`src/hdl/supervisor_pkg.sv`:
```
// Purpose: Supervisor types and constants.
// Assumes: 200 MHz clock; filtered synchronous comparators.
// Notes: Timing counts default the module parameters.
package supervisor_pkg;

   ////////////////////////////////////////////////////////////////////////////
   localparam int unsigned CLK_MHZ = 200;
   localparam int unsigned SC_FILTER_US = 2000;
   localparam int unsigned RESET_DELAY_LONG_US = 10000;
   localparam int unsigned AUX_BLANK_US = 100;
   localparam int unsigned COOLDOWN_US = 1000;
   localparam int unsigned SC_FILTER_CYC = SC_FILTER_US * CLK_MHZ;
   localparam int unsigned RESET_DELAY_CYC = RESET_DELAY_LONG_US * CLK_MHZ;
   localparam int unsigned AUX_BLANK_CYC = AUX_BLANK_US * CLK_MHZ;
   localparam int unsigned COOLDOWN_CYC = COOLDOWN_US * CLK_MHZ;
   localparam int unsigned COOLDOWN_STRETCH = 64;
   localparam logic [4:0] TSD_COUNT_LIMIT = 5'h10;
   localparam int unsigned CNT_W = 32;
   localparam logic [1:0] TRX_FAULT_OVERTEMP = 2'h1;
   localparam logic [1:0] TRX_FAULT_NONE = 2'h0;
   localparam int unsigned SYNC_STAGES = 3;
   localparam int unsigned WAKE_W = 3;

   ////////////////////////////////////////////////////////////////////////////
   typedef enum logic [2:0] {
      mode_init,
      mode_normal,
      mode_stop,
      mode_sleep,
      mode_restart,
      mode_failsafe
   } mode_e;

   typedef struct packed {
      logic supply_uv, supply_ov, main_below_prewarn, main_below_reset, main_above_selected_rise;
      logic main_above_highest_rise, main_ov, main_load_peak, aux_uv, trx_supply_uv, aux_hot, trx_hot;
      logic main_tpw, chip_hot;
   } cmp_s;

   typedef struct packed {
      logic supply_undervoltage_flag, supply_overvoltage_flag, main_rail_prewarn_flag;
      logic main_rail_undervoltage_flag, main_rail_overvoltage_flag, main_rail_short_flag, fault_latched_flag;
      logic aux_rail_undervoltage_flag, transceiver_supply_undervoltage_flag, block_thermal_shutdown_flag;
      logic aux_rail_overtemp_flag, thermal_prewarn_flag, chip_thermal_shutdown_flag, extended_cooldown_active_flag;
   } flags_s;

   typedef struct packed {
      logic valid;
      mode_e mode;
   } mode_req_s;

endpackage : supervisor_pkg

```
`src/hdl/supply_thermal_supervisor.sv`:
```
// Purpose: Supply, rail and thermal supervision.
// Assumes: Mode controller applies mode_request.
// Notes: A flag set wins over a same-cycle clear; hardware clears of control bits beat writes.
`timescale 1ns/1ps

module supply_thermal_supervisor #(
   parameter int unsigned SC_CYC = supervisor_pkg::SC_FILTER_CYC,
   parameter int unsigned RST_DELAY_CYC = supervisor_pkg::RESET_DELAY_CYC,
   parameter int unsigned BLANK_CYC = supervisor_pkg::AUX_BLANK_CYC,
   parameter int unsigned COOL_CYC = supervisor_pkg::COOLDOWN_CYC
) (
   input wire logic clk,
   input wire logic sys_rst,
   input wire supervisor_pkg::cmp_s cmp,
   input wire supervisor_pkg::mode_e mode,
   input wire logic charge_pump_enable,
   input wire logic main_rail_enable,
   input wire logic transceiver_enable,
   input wire logic reset_release_hysteresis_select,
   input wire logic restart_vs_failsafe_config,
   input wire logic extended_cooldown_enable,
   input wire logic overvoltage_reset_enable_wr,
   input wire logic overvoltage_reset_enable_wdata,
   input wire logic aux_rail_on_wr,
   input wire logic aux_rail_on_wdata,
   input wire supervisor_pkg::flags_s flag_clear,
   input wire logic transceiver_fault_clear,
   input wire logic fail_output_clear,
   input wire logic bus_wake,
   input wire logic wake_input,
   input wire logic gpio_wake,
   output supervisor_pkg::flags_s flags,
   output logic overvoltage_reset_enable,
   output logic aux_rail_on_field,
   output logic [1:0] transceiver_fault_field,
   output logic transmitter_enable,
   output logic main_rail_on,
   output logic reset_output_n,
   output logic fail_output,
   output supervisor_pkg::mode_req_s mode_request
);
   import supervisor_pkg::*;
   typedef enum logic [3:0] {sv_run, sv_uv_hold, sv_uv_delay, sv_ov_restart, sv_fs_ov, sv_fs_short,
      sv_tsd_hot, sv_tsd_cool, sv_tsd_restart} sv_state_e;
   sv_state_e state_q;
   flags_s flags_q;
   logic [WAKE_W-1:0] wake_s1_q, wake_s2_q, wake_s3_q;
   logic [CNT_W-1:0] delay_q, sc_cnt_q, blank_q, cool_limit;
   logic [4:0] tsd_cnt_q;
   logic chip_hot_q, main_ov_q, ext_en_q, aux_on_prev_q, short_off_q;
   logic ovr_en_q, aux_on_q, fail_q, reset_output_n_q;
   logic [1:0] trx_fault_q;
   mode_req_s req_q;
   logic wake_any, active_mode, eval_uv, eval_ov, main_on, sc_active;
   logic short_evt, chip_evt, ov_evt, uv_trip, uv_release, blanking;
   ////////////////////////////////////////////////////////////////////////////
   // Three-flop wake sync; stages two and three agree
   always_ff @(posedge clk) begin
      if (sys_rst) begin
         wake_s1_q <= '0;
         wake_s2_q <= '0;
         wake_s3_q <= '0;
      end else begin
         wake_s1_q <= {bus_wake, wake_input, gpio_wake};
         wake_s2_q <= wake_s1_q;
         wake_s3_q <= wake_s2_q;
      end
   end
   assign wake_any = |(wake_s2_q & wake_s3_q);
   ////////////////////////////////////////////////////////////////////////////
   assign active_mode = (mode == mode_init) || (mode == mode_restart) || (mode == mode_normal);
   assign eval_uv = active_mode || (mode == mode_stop && (cmp.main_load_peak || cmp.main_below_prewarn));
   assign eval_ov = eval_uv || charge_pump_enable;
   assign main_on = main_rail_enable && !short_off_q && mode != mode_sleep;
   assign sc_active = !cmp.supply_uv;
   assign short_evt = main_on && sc_active && cmp.main_below_reset && sc_cnt_q >= CNT_W'(SC_CYC);
   assign chip_evt = cmp.chip_hot && !chip_hot_q;
   assign ov_evt = main_on && cmp.main_ov && !main_ov_q;
   assign uv_trip = main_on && cmp.main_below_reset;
   assign uv_release = reset_release_hysteresis_select ? cmp.main_above_highest_rise
                                                       : cmp.main_above_selected_rise;
   assign blanking = blank_q != '0;
   // Stretched wait only while the active flag stands
   assign cool_limit = flags_q.extended_cooldown_active_flag ? CNT_W'(COOL_CYC * COOLDOWN_STRETCH)
                                                             : CNT_W'(COOL_CYC);
   always_ff @(posedge clk) begin
      if (sys_rst) begin
         chip_hot_q <= 1'b0;
         main_ov_q <= 1'b0;
         ext_en_q <= 1'b0;
         aux_on_prev_q <= 1'b0;
      end else begin
         chip_hot_q <= cmp.chip_hot;
         main_ov_q <= cmp.main_ov;
         ext_en_q <= extended_cooldown_enable;
         aux_on_prev_q <= aux_on_q;
      end
   end
   ////////////////////////////////////////////////////////////////////////////
   // Short filter: startup and later drop alike
   always_ff @(posedge clk) begin
      if (sys_rst) begin
         sc_cnt_q <= '0;
      end else if (!main_on || !sc_active || !cmp.main_below_reset) begin
         sc_cnt_q <= '0;
      end else if (sc_cnt_q < CNT_W'(SC_CYC)) begin
         sc_cnt_q <= sc_cnt_q + CNT_W'(1);
      end
   end
   // Blanking restarts on power-up and on every aux switch
   always_ff @(posedge clk) begin
      if (sys_rst) begin
         blank_q <= CNT_W'(BLANK_CYC);
      end else if (aux_on_q != aux_on_prev_q) begin
         blank_q <= CNT_W'(BLANK_CYC);
      end else if (blanking) begin
         blank_q <= blank_q - CNT_W'(1);
      end
   end
   ////////////////////////////////////////////////////////////////////////////
   // Software-owned control bits that hardware may clear
   always_ff @(posedge clk) begin
      if (sys_rst) begin
         ovr_en_q <= 1'b0;
         aux_on_q <= 1'b0;
      end else begin
         if (state_q == sv_ov_restart && delay_q == '0) begin
            ovr_en_q <= 1'b0;
         end else if (overvoltage_reset_enable_wr) begin
            ovr_en_q <= overvoltage_reset_enable_wdata;
         end
         // Overtemperature beats a write only while the rail is on; a write while off and hot still turns it on
         if (aux_on_q && cmp.aux_hot) begin
            aux_on_q <= 1'b0;
         end else if (aux_rail_on_wr) begin
            aux_on_q <= aux_rail_on_wdata;
         end
      end
   end
   always_ff @(posedge clk) begin
      if (sys_rst) begin
         trx_fault_q <= TRX_FAULT_NONE;
      end else if (transceiver_enable && cmp.trx_hot) begin
         trx_fault_q <= TRX_FAULT_OVERTEMP;
      end else if (transceiver_fault_clear) begin
         trx_fault_q <= TRX_FAULT_NONE;
      end
   end
   ////////////////////////////////////////////////////////////////////////////
   // Diagnostic flags; set terms listed first win over clears
   always_ff @(posedge clk) begin
      if (sys_rst) begin
         flags_q <= '0;
      end else begin
         flags_q.supply_undervoltage_flag <= (eval_uv && cmp.supply_uv) ||
            (flags_q.supply_undervoltage_flag && !(flag_clear.supply_undervoltage_flag && !cmp.supply_uv));
         flags_q.supply_overvoltage_flag <= (eval_ov && cmp.supply_ov) ||
            (flags_q.supply_overvoltage_flag && !(flag_clear.supply_overvoltage_flag && !cmp.supply_ov));
         flags_q.main_rail_prewarn_flag <= (main_on && cmp.main_below_prewarn) ||
            (flags_q.main_rail_prewarn_flag && !flag_clear.main_rail_prewarn_flag);
         flags_q.main_rail_undervoltage_flag <= (state_q == sv_uv_delay && delay_q == '0) ||
            (flags_q.main_rail_undervoltage_flag && !flag_clear.main_rail_undervoltage_flag);
         flags_q.main_rail_overvoltage_flag <= (main_on && cmp.main_ov) ||
            (flags_q.main_rail_overvoltage_flag && !flag_clear.main_rail_overvoltage_flag);
         flags_q.main_rail_short_flag <= short_evt ||
            (flags_q.main_rail_short_flag && !flag_clear.main_rail_short_flag);
         flags_q.fault_latched_flag <= short_evt ||
            (flags_q.fault_latched_flag && !flag_clear.fault_latched_flag);
         flags_q.aux_rail_undervoltage_flag <= (aux_on_q && !blanking && cmp.aux_uv) ||
            (flags_q.aux_rail_undervoltage_flag && !flag_clear.aux_rail_undervoltage_flag);
         flags_q.transceiver_supply_undervoltage_flag <= (transceiver_enable && cmp.trx_supply_uv) ||
            (flags_q.transceiver_supply_undervoltage_flag &&
             !flag_clear.transceiver_supply_undervoltage_flag);
         flags_q.block_thermal_shutdown_flag <= (aux_on_q && cmp.aux_hot) ||
            (transceiver_enable && cmp.trx_hot) ||
            (flags_q.block_thermal_shutdown_flag &&
             !(flag_clear.block_thermal_shutdown_flag && !cmp.aux_hot && !cmp.trx_hot));
         flags_q.aux_rail_overtemp_flag <= (aux_on_q && cmp.aux_hot) ||
            (flags_q.aux_rail_overtemp_flag && !flag_clear.aux_rail_overtemp_flag);
         flags_q.thermal_prewarn_flag <= cmp.main_tpw ||
            (flags_q.thermal_prewarn_flag && !(flag_clear.thermal_prewarn_flag && !cmp.main_tpw));
         flags_q.chip_thermal_shutdown_flag <= chip_evt ||
            (flags_q.chip_thermal_shutdown_flag &&
             !(flag_clear.chip_thermal_shutdown_flag && mode == mode_normal && !cmp.chip_hot));
         flags_q.extended_cooldown_active_flag <= (chip_evt && extended_cooldown_enable &&
            tsd_cnt_q == TSD_COUNT_LIMIT - 5'h1) ||
            (flags_q.extended_cooldown_active_flag && !flag_clear.extended_cooldown_active_flag);
      end
   end
   // Shutdown counter; an event in a flag-clearing cycle still counts, one in an extension-disabling cycle is lost
   always_ff @(posedge clk) begin
      if (sys_rst) begin
         tsd_cnt_q <= '0;
      end else if ((flags_q.chip_thermal_shutdown_flag && flag_clear.chip_thermal_shutdown_flag && !chip_evt &&
                    mode == mode_normal && !cmp.chip_hot) || (ext_en_q && !extended_cooldown_enable)) begin
         tsd_cnt_q <= '0;
      end else if (chip_evt && tsd_cnt_q < TSD_COUNT_LIMIT) begin
         tsd_cnt_q <= tsd_cnt_q + 5'h1;
      end
   end
   ////////////////////////////////////////////////////////////////////////////
   // Recovery sequencer; chip shutdown, short, overvoltage, undervoltage
   always_ff @(posedge clk) begin
      if (sys_rst) begin
         state_q <= sv_run;
         delay_q <= '0;
         req_q <= '{valid: 1'b0, mode: mode_init};
      end else begin
         req_q.valid <= 1'b0;
         if (delay_q != '0) begin
            delay_q <= delay_q - CNT_W'(1);
         end
         if (chip_evt && state_q != sv_tsd_hot) begin
            state_q <= sv_tsd_hot;
            req_q <= '{valid: 1'b1, mode: mode_failsafe};
         end else begin
            unique case (state_q)
               sv_run, sv_uv_hold, sv_uv_delay: begin
                  if (short_evt) begin
                     state_q <= sv_fs_short;
                     req_q <= '{valid: 1'b1, mode: mode_failsafe};
                  end else if (ov_evt && ovr_en_q && restart_vs_failsafe_config) begin
                     state_q <= sv_ov_restart;
                     delay_q <= CNT_W'(RST_DELAY_CYC);
                     req_q <= '{valid: 1'b1, mode: mode_restart};
                  end else if (ov_evt && ovr_en_q) begin
                     state_q <= sv_fs_ov;
                     req_q <= '{valid: 1'b1, mode: mode_failsafe};
                  end else if (state_q == sv_run && uv_trip) begin
                     state_q <= sv_uv_hold;
                     req_q <= '{valid: 1'b1, mode: mode_restart};
                  end else if (state_q == sv_uv_hold && uv_release) begin
                     state_q <= sv_uv_delay;
                     delay_q <= CNT_W'(RST_DELAY_CYC);
                  end else if (state_q == sv_uv_delay && !uv_release) begin
                     state_q <= sv_uv_hold;
                  end else if (state_q == sv_uv_delay && delay_q == '0) begin
                     state_q <= sv_run;
                     req_q <= '{valid: 1'b1, mode: mode_normal};
                  end
               end
               sv_ov_restart: begin
                  // Normal resumes even if the overvoltage persists
                  if (delay_q == '0) begin
                     state_q <= sv_run;
                     req_q <= '{valid: 1'b1, mode: mode_normal};
                  end
               end
               sv_fs_ov, sv_fs_short: begin
                  if (wake_any) begin
                     state_q <= sv_tsd_restart;
                     delay_q <= CNT_W'(RST_DELAY_CYC);
                     req_q <= '{valid: 1'b1, mode: mode_restart};
                  end
               end
               sv_tsd_hot: begin
                  if (!cmp.chip_hot) begin
                     state_q <= sv_tsd_cool;
                     delay_q <= cool_limit;
                  end
               end
               sv_tsd_cool: begin
                  if (delay_q == '0) begin
                     state_q <= sv_tsd_restart;
                     delay_q <= CNT_W'(RST_DELAY_CYC);
                     req_q <= '{valid: 1'b1, mode: mode_restart};
                  end
               end
               sv_tsd_restart: begin
                  if (delay_q == '0) begin
                     state_q <= sv_run;
                     req_q <= '{valid: 1'b1, mode: mode_normal};
                  end
               end
            endcase
         end
      end
   end
   ////////////////////////////////////////////////////////////////////////////
   // Short latch drops the rail until a wake
   always_ff @(posedge clk) begin
      if (sys_rst) begin
         short_off_q <= 1'b0;
      end else if (short_evt) begin
         short_off_q <= 1'b1;
      end else if ((state_q == sv_fs_short) && wake_any) begin
         short_off_q <= 1'b0;
      end
   end
   always_ff @(posedge clk) begin
      if (sys_rst) begin
         fail_q <= 1'b0;
         reset_output_n_q <= 1'b0;
      end else begin
         if (short_evt || (ov_evt && ovr_en_q && state_q != sv_tsd_hot)) begin
            fail_q <= 1'b1;
         end else if (fail_output_clear) begin
            fail_q <= 1'b0;
         end
         reset_output_n_q <= (state_q == sv_run) && !uv_trip && !short_evt && !chip_evt;
      end
   end
   ////////////////////////////////////////////////////////////////////////////
   assign flags = flags_q;
   assign overvoltage_reset_enable = ovr_en_q;
   assign aux_rail_on_field = aux_on_q;
   assign transceiver_fault_field = trx_fault_q;
   assign transmitter_enable = transceiver_enable && !cmp.trx_hot;
   assign main_rail_on = main_on;
   assign reset_output_n = reset_output_n_q;
   assign fail_output = fail_q;
   assign mode_request = req_q;
endmodule : supply_thermal_supervisor

```
`config.mk`:
```
export PLATFORM = sky130hd
export DESIGN_NAME = supply_thermal_supervisor
export DESIGN_NICKNAME = d
export VERILOG_FILES = /design/src/hdl/supervisor_pkg.sv /design/src/hdl/supply_thermal_supervisor.sv
export SDC_FILE = /design/constraint.sdc
export NUM_CORES = 1
export LEC_CHECK = 0
export ABC_AREA = 1
export BUFFER_PORTS_ARGS = -buffer_cell sky130_fd_sc_hd__buf_4
export CORE_UTILIZATION = 56
export DETAILED_ROUTE_END_ITERATION = 8
export PLACE_DENSITY = 0.78
export SETUP_SLACK_MARGIN = 0.15
export SYNTH_ARGS = -nofsm -noshare
export SYNTH_HDL_FRONTEND = slang
export SYNTH_SLANG_ARGS = --single-unit
```
`constraint.sdc`:
```
create_clock -name clk -period 2.2 [get_ports clk]
set_clock_uncertainty 0.05 [all_clocks]
set_input_delay 0.11 -clock clk [delete_from_list [all_inputs] [get_ports clk]]
set_output_delay 0.11 -clock clk [all_outputs]
set_load 0.02 [all_outputs]
```
==> impl_metrics.csv, run 1 <==
group,metric,value,unit
clocking,clk_path_buf_depth,2,
min_path,hold_path_depth,3,
detailed_routing,drt_iter0_drc,605,
power,power_frac_clock,28.2,%
detailed_routing,drcViolationCount,0,
global_route,grt_use_total,29.97,%
setup_path,crit_path_start_kind,"flop",
sta,rsz0062_at_grt,"yes",
synth,synth.avg_cell_area,6.740,um2
detailed_routing,drtAntennaViolNets,0,
synth,netlist_area,7266,um2
setup_path,cp-startpoint,"aux_rail_on_field$_SDFFE_PP0P_",
placed_design,place_congestion,0.9758,
global_route,grt_pass1_vias,6629,
placed_design,dp_cells,1321,
setup_path,rr_startpoint,"aux_rail_on_field$_SDFFE_PP0P_",
placed_design,dpl-instance-area,8059,um2
setup_path,critPathRequiredTime,2.48,ns
global_route,grt_max_degree,35,
setup_path,end_kind,"flop",
die,die_y,115.9,um
synth,ys_warn_count,0,
clocking,htree_levels,4,
clocking,cts_tree,"built",
placed_design,dpl.hpwl,13100,um
power,power_leakage,4.275,nW
power,power_density,1120,nW/um2
cells_and_area,layout.cells.non_filler,1398,
setup_path,path_max_fanout,4,
die,placementRows,41,
global_route,antenna_found_initial,0,
power,irDropWorstVdd,568.0,uV
die,pin_count,74,
detailed_routing,wl_per_cell,13.80,um
clocking,clk_pin_slew_worst_paths,0.07,ns
setup_path,arrival,2.25,ns
clocking,numCtsBuffers,17,
synth,synth_cells,1078,
synth,seq_area_frac_synth,38.85,%
sta,totalNegativeSetupSlack,0,ns
power,p_int,0.006012,W
global_route,grt_pass1_wl,30970,um
sta,holdWs,0.02054,ns
synth,synth-seq-cells,141,
cells_and_area,nNetsFinal,1268,
cells_and_area,syn_to_final_growth,26.47,%
setup_path,r2r_end,"aux_rail_on_field$_SDFFE_PP0P_",
run_status,outcome,"complete, no violations",
power,switchingPower,0.004280,W
power,seq_power_share,30.7,%
global_route,overflow,0,
clocking,cts.sinks,141,
sta,fin_crit,1.969,ns
die,floorplan.initialDensity,57.57,%
cells_and_area,stdcell_area,9189,um2
sta,maxSlewViolCount,0,
cells_and_area,drive_gt1_share,16.48,%
die,die_w,115.9,um
sta,fmax,508.0,MHz
power,swShare,41.59,%
cells_and_area,diodes,0,
placed_design,port_buffers,71,
setup_path,critical_path_class,"reg2reg",
power,combPwrFrac,41.1,%
clocking,cts_root_buf,"clkbuf_16",
detailed_routing,wirelength,19300,um
detailed_routing,first_pass_iters,7,
setup_path,rrSetupSlack,0.23,ns
setup_path,reg2reg_depth,6,
sta,period_share,89.49,%
die,coreArea,12620,um2
run,drv_cap,0,
synth,ys_types,43,
sta,hold_violations,0,
die,dieArea,13430,um2
detailed_routing,num_vias,7294,
min_path,hold_end,"flags[6]$_SDFF_PP0_",
sta,setup_violations,0,
clocking,clk_latency,0.44,ns
detailed_routing,viasPerCell,5.217,
min_path,hold_start,"cmp[5]",
min_path,hold_class,"in2reg",
[cells in the mapped netlist]
library cell	count	area, um2
a211oi_1	3	22.52
a21boi_0	1	7.510
a21oi_1	61	305.3
a221o_1	1	10.01
a22oi_1	1	7.510
a31oi_1	3	18.77
and3_1	3	18.77
buf_1	3	11.26
buf_2	3	15.01
buf_4	2	15.01
buf_6	1	11.26
clkbuf_1	9	33.78
clkinv_1	3	11.26
conb_1	1	3.750
dfxtp_1	141	2823
ha_1	7	87.58
inv_1	144	540.5
inv_2	9	33.78
nand2_1	216	810.8
nand2_2	6	37.54
nand2_4	1	11.26
nand3_1	54	270.3
nand3_4	1	17.52
nand3b_1	1	7.510
nand4_1	35	219.0
nor2_1	216	810.8
nor2_2	10	62.56
nor2_4	5	56.30
nor2_8	2	40.04
nor3_1	26	130.1
nor3_2	1	10.01
nor3b_1	1	7.510
nor4_1	8	50.05
o211ai_1	4	30.03
o21a_1	1	7.510
o21ai_0	25	125.1
o21bai_1	1	7.510
o21bai_4	1	18.77
o221ai_1	1	8.760
o31ai_1	4	30.03
or2_2	9	56.30
xnor2_1	26	227.7
xor2_1	27	236.5
[power by group through the flow]
stage | clock, W | combinational (W) | sequential [W]
final | 0.00290 | 0.00423 | 0.00316
after global routing | 0.00305 | 0.00469 | 0.00320
after CTS | 0.00293 | 0.00399 | 0.00315
after detailed placement | 0 | 0.00385 | 0.00320
after global placement | 0 | 0.00381 | 0.00320
after floorplan | 0 | 0.00297 | 0.00316
[cell usage in the layout, fill, tap and decap left out, drive strengths merged]
cell type / netlist / layout
clkinvlp: 0 / 1
clkinv: 3 / 5
o221ai: 1 / 1
xor2: 27 / 27
and3: 3 / 3
nand3b: 1 / 1
conb: 1 / 2
a211oi: 3 / 3
a221o: 1 / 1
o21a: 1 / 1
o21ai: 25 / 25
nor2: 233 / 233
buf: 9 / 96
o211ai: 4 / 4
dlygate4sd3: 0 / 37
dfxtp: 141 / 141
a21oi: 61 / 61
o31ai: 4 / 4
a21boi: 1 / 1
xnor2: 26 / 26
nand2: 223 / 223
nand4: 35 / 35
or2: 9 / 9
nor3b: 1 / 1
inv: 153 / 164
ha: 7 / 7
clkbuf: 9 / 17
a22oi: 1 / 1
nor4: 8 / 8
o21bai: 2 / 2
nor3: 27 / 27
bufinv: 0 / 1
a31oi: 3 / 3
nand3: 55 / 55
[cell families after synthesis]
group,synth area share (%)
and+or+nand+nor,36.01
buffers and inverters,9.247
DFF,38.85
AOI/OAI and AO/OA,8.249
xor gates and xnor gates,6.389
adders and majority gates,1.205
other,0.05161
[worst max path at each step]
stage | cells past startpoint | to | slack (ns)
5_1_grt | 10 | delay_q[0]$_SDFF_PP0_ | 0.05
3_5_place_dp | 10 | delay_q[31]$_SDFF_PP0_ | 0.08
2_1_floorplan | 14 | delay_q[27]$_SDFF_PP0_ | 0.28
3_3_place_gp | 10 | delay_q[31]$_SDFF_PP0_ | 0.12
4_1_cts | 13 | delay_q[29]$_SDFF_PP0_ | 0.16
6_report | 6 | aux_rail_on_field$_SDFFE_PP0P_ | 0.23
[worst max-delay path: stages, from the launching register on]
cell and delay (ns):
dfxtp_1 0.34, inv_2 0.08, nor2_1 0.06, a21oi_1 0.18, dlygate4sd3_1 0.58, nor2_1 0.04, dlygate4sd3_1 0.53
[final cells by class]
cell class | instances | area (um2)
Tap cell | 172 | 215.2
Inverter | 156 | 588.1
Fill cell | 1030 | 3431
Clock buffer | 17 | 425.4
Clock inverter | 15 | 165.2
Sequential cell | 141 | 2828
Timing Repair Buffer | 133 | 1091
Multi-Input combinational cell | 764 | 3876
[flip-flops by register name, summed over array words and instances, names as in the netlist, 3 cells and up]
name          cells
wake_s1_q         3
sc_cnt_q         32
blank_q          32
state_q           4
flags            14
mode_request      3
tsd_cnt_q         5
wake_s2_q         3
wake_s3_q         3
delay_q          32
[timing repair]
item | in CTS | in global routing
gates resized for setup | 7 | 31
hold endpoints to repair | 24 | 0
setup endpoints to repair | 18 | 37
cloned | 0 | 0
hold buffers | 37 | 0
buffers inserted | 3 | 5
pin swaps | 1 | 3
[per-layer routing]
layer / vias up / GRT usage (%) / share of wire [%]
li1: 3687 / - / -
met1: 3277 / 37.71 / 43
met2: 279 / 49.92 / 47
met3: 51 / 5.387 / 6.7
met4: 0 / 13.85 / 3.4
met5: - / 0 / 0
[through the flow]
step / utilization (%) / worst slack (ns) / power, W
2_1_floorplan: - / 0.2789 / 0.006131
3_3_place_gp: 63.86 / 0.1244 / 0.007014
3_5_place_dp: 63.86 / 0.07534 / 0.007041
4_1_cts: 71.81 / 0.1598 / 0.01008
5_1_grt: 72.81 / 0.05003 / 0.01094
6_report: 72.81 / 0.2313 / 0.01029
Note: power is estimated with default switching activity, not from simulation.
==> inputs of run 2 (changes only) <==
--- a/config.mk
+++ b/config.mk
@@ -7,9 +7,11 @@
 export LEC_CHECK = 0
 export ABC_AREA = 1
 export BUFFER_PORTS_ARGS = -buffer_cell sky130_fd_sc_hd__buf_4
+export CAP_MARGIN = 15
 export CORE_UTILIZATION = 56
 export DETAILED_ROUTE_END_ITERATION = 8
 export PLACE_DENSITY = 0.78
+export RECOVER_POWER = 25
 export SETUP_SLACK_MARGIN = 0.15
 export SYNTH_ARGS = -nofsm -noshare
 export SYNTH_HDL_FRONTEND = slang
==> constraint.sdc (replaced) <==
create_clock -name clk -period 2.6 [get_ports clk]
set_clock_uncertainty 0.05 [all_clocks]
set_input_delay 0.13 -clock clk [delete_from_list [all_inputs] [get_ports clk]]
set_output_delay 0.13 -clock clk [all_outputs]
set_load 0.02 [all_outputs]
==> run 2 against run 1 <==
Worst hold slack got worse by 0.014 ns; wire length decreased by 8.0%; register-to-register slack improved by 0.095 ns; clock-buffer cell count unchanged; flip-flop and latch count unchanged; cell count decreased by 1.4%; maximum frequency decreased by 13%; sequential share of layout area increased by 1.3 points; core utilization decreased by 3.0 points; critical path type unchanged; critical endpoint is now delay_q[31]$_SDFF_PP0_; largest power group unchanged; highest routed layer unchanged.
==> impl_metrics.csv, run 2 (synthesized netlist as in run 1, its figures left out) <==
group,metric,value,unit
die,dieArea,13430,um2
min_path,hold_path_depth,5,
placed_design,pre_cts_ws,0.3185,ns
clocking,cts.sinks,141,
detailed_routing,wl_per_cell,12.87,um
setup_path,path_buf_inv,2,
setup_path,slowest_delay,0.32,ns
setup_path,crit_path_start_kind,"flop",
detailed_routing,viasPerCell,5.103,
setup_path,path_cells,"inv_1 > ha_1 > nand2_2 > nor2_4 > nand2_4 > nor2_8 > o21bai_4 > nor2_8 > nand3_4 > nand2_2 > inv_2 > nand2_1 > nor2_1",
cells_and_area,layout.cells.non_filler,1379,
clocking,clk_latency,0.43,ns
placed_design,dp_cells,1313,
sta,hold_violations,0,
run_status,outcome,"complete, no violations",
detailed_routing,drcViolationCount,0,
detailed_routing,drt_iter0_drc,499,
setup_path,arrival,2.55,ns
die,die_w,115.9,um
die,pin_count,74,
clocking,cts_root_buf,"clkbuf_16",
clocking,clk_pin_slew_worst_paths,0.07,ns
sta,fmax,439.9,MHz
global_route,grt_max_degree,23,
sta,slew_headroom,23.13,%
placed_design,place_congestion,0.9708,
sta,fin_crit,2.273,ns
cells_and_area,nNetsFinal,1249,
min_path,hold_end,"overvoltage_reset_enable$_SDFFE_PP0P_",
sta,tightest_slew,1.153,ns
setup_path,rr_startpoint,"delay_q[0]$_SDFF_PP0_",
detailed_routing,wirelength,17750,um
run,drv_cap,0,
placed_design,dpl.hpwl,12680,um
detailed_routing,drtAntennaViolNets,0,
die,coreArea,12620,um2
clocking,numCtsBuffers,17,
die,floorplan.initialDensity,57.57,%
clocking,clk_path_buf_depth,2,
sta,period_share,87.44,%
global_route,grt_use_total,28.20,%
placed_design,port_buffers,71,
sta,finalWorstSetupSlack,0.3265,ns
setup_path,r2r_end,"delay_q[31]$_SDFF_PP0_",
cells_and_area,layout_common_cells,"216 x nor2_1, 216 x nand2_1, 144 x inv_1",
clocking,cts_tree,"built",
global_route,grt_pass1_wl,29660,um
setup_path,crit_family,"simple AND/OR/NAND/NOR gates",
sta,holdWs,0.006766,ns
global_route,antenna_found_initial,0,
power,power_leakage,4.049,nW
cells_and_area,diodes,0,
setup_path,reg2reg_depth,13,
min_path,hold_class,"in2reg",
setup_path,end_kind,"flop",
power,irDropWorstVdd,547.5,uV
sta,maxSlewViolCount,0,
power,power_density,943.9,nW/um2
sta,setup_violations,0,
global_route,overflow,0,
clocking,htree_levels,4,
global_route,grt_pass1_vias,6506,
setup_path,critPathRequiredTime,2.87,ns
setup_path,path_max_fanout,16,
sta,rsz0062_at_grt,"no",
detailed_routing,num_vias,7037,
sta,totalNegativeSetupSlack,0,ns
cells_and_area,num-fill-cells,1114,
setup_path,slowest_stage,"dfxtp_1",
detailed_routing,first_pass_iters,5,
min_path,hold_start,"overvoltage_reset_enable_wdata",
setup_path,critical_path_class,"reg2reg",
cells_and_area,syn_to_final_growth,21.22,%
setup_path,rrSetupSlack,0.33,ns
cells_and_area,reg.largest.list,"blank_q: 32 flops, delay_q: 32 flops, sc_cnt_q: 32 flops",
die,placementRows,41,
die,die_y,115.9,um
cells_and_area,drive_gt1_share,11.18,%
==> run 2: where the power goes <==
part,total [W],switching (W),internal [W],leakage (nW)
Clock,0.00234,0.00106,0.00127,0.280
Sequential,0.00267,0.000254,0.00242,1.15
Combinational,0.00330,0.00216,0.00114,2.62
Total,0.00831,0.00348,0.00484,4.05
==> run 2: per-stage QoR <==
| step | util [%] | total power [W] | cell area, um2 |
|---|---|---|---|
| floorplan | - | 0.005188 | 7269 |
| global placement | 63.38 | 0.005887 | 7999 |
| detailed placement | 63.38 | 0.005899 | 7999 |
| CTS | 70.35 | 0.008291 | 8877 |
| global route | 69.79 | 0.008882 | 8807 |
| finish | 69.79 | 0.008313 | 8807 |
==> run 2: final cells by class <==
class / count / area (um2) / share of cell area [%]
repair buffers: 114 / 835.8 / 9.490
clock inverters: 15 / 142.6 / 1.620
flip-flops and latches: 141 / 2823 / 32.05
clock buffers: 17 / 425.4 / 4.830
inverters: 156 / 585.6 / 6.649
well taps: 172 / 215.2 / 2.444
multi-input cells: 764 / 3780 / 42.92
==> run 2: worst max-delay path by stage <==
stage                     slack, ns             startpoint                    endpoint  cells after the start
after floorplan                0.68  delay_q[0]$_SDFF_PP0_      delay_q[27]$_SDFF_PP0_                     14
after global placement         0.46  delay_q[0]$_SDFF_PP0_      delay_q[31]$_SDFF_PP0_                     10
after detailed placement       0.32  delay_q[0]$_SDFF_PP0_  mode_request[3]$_SDFF_PP0_                     10
after CTS                      0.29  delay_q[0]$_SDFF_PP0_  mode_request[3]$_SDFF_PP0_                     10
after global routing           0.14                sys_rst         flags[5]$_SDFF_PP0_                      4
final                          0.33  delay_q[0]$_SDFF_PP0_      delay_q[31]$_SDFF_PP0_                     13
==> run 2: what timing repair did <==
item,CTS,global route
resized for setup,0,2
buffers inserted,0,3
setup endpoints to repair,0,8
hold buffers,31,0
hold endpoints to repair,24,0
==> run 2: per-layer routing <==
layer / vias up / GRT usage [%] / wire, um / part of all wire, %
met3: 42 / 7.061 / 957 / 5.4
met5: - / 0 / 0 / 0
met1: 3127 / 35.71 / 8218 / 46
li1: 3640 / - / - / -
met4: 0 / 10.85 / 405 / 2.3
met2: 228 / 46.19 / 8172 / 46
==> run 2: worst reg2reg max path, cell delays in order (launching register included) <==
cell,delay [ns]
dfxtp_1,0.32
inv_1,0.12
ha_1,0.29
nand2_2,0.13
nor2_4,0.19
nand2_4,0.09
nor2_8,0.26
o21bai_4,0.12
nor2_8,0.13
nand3_4,0.13
nand2_2,0.09
inv_2,0.12
nand2_1,0.09
nor2_1,0.04
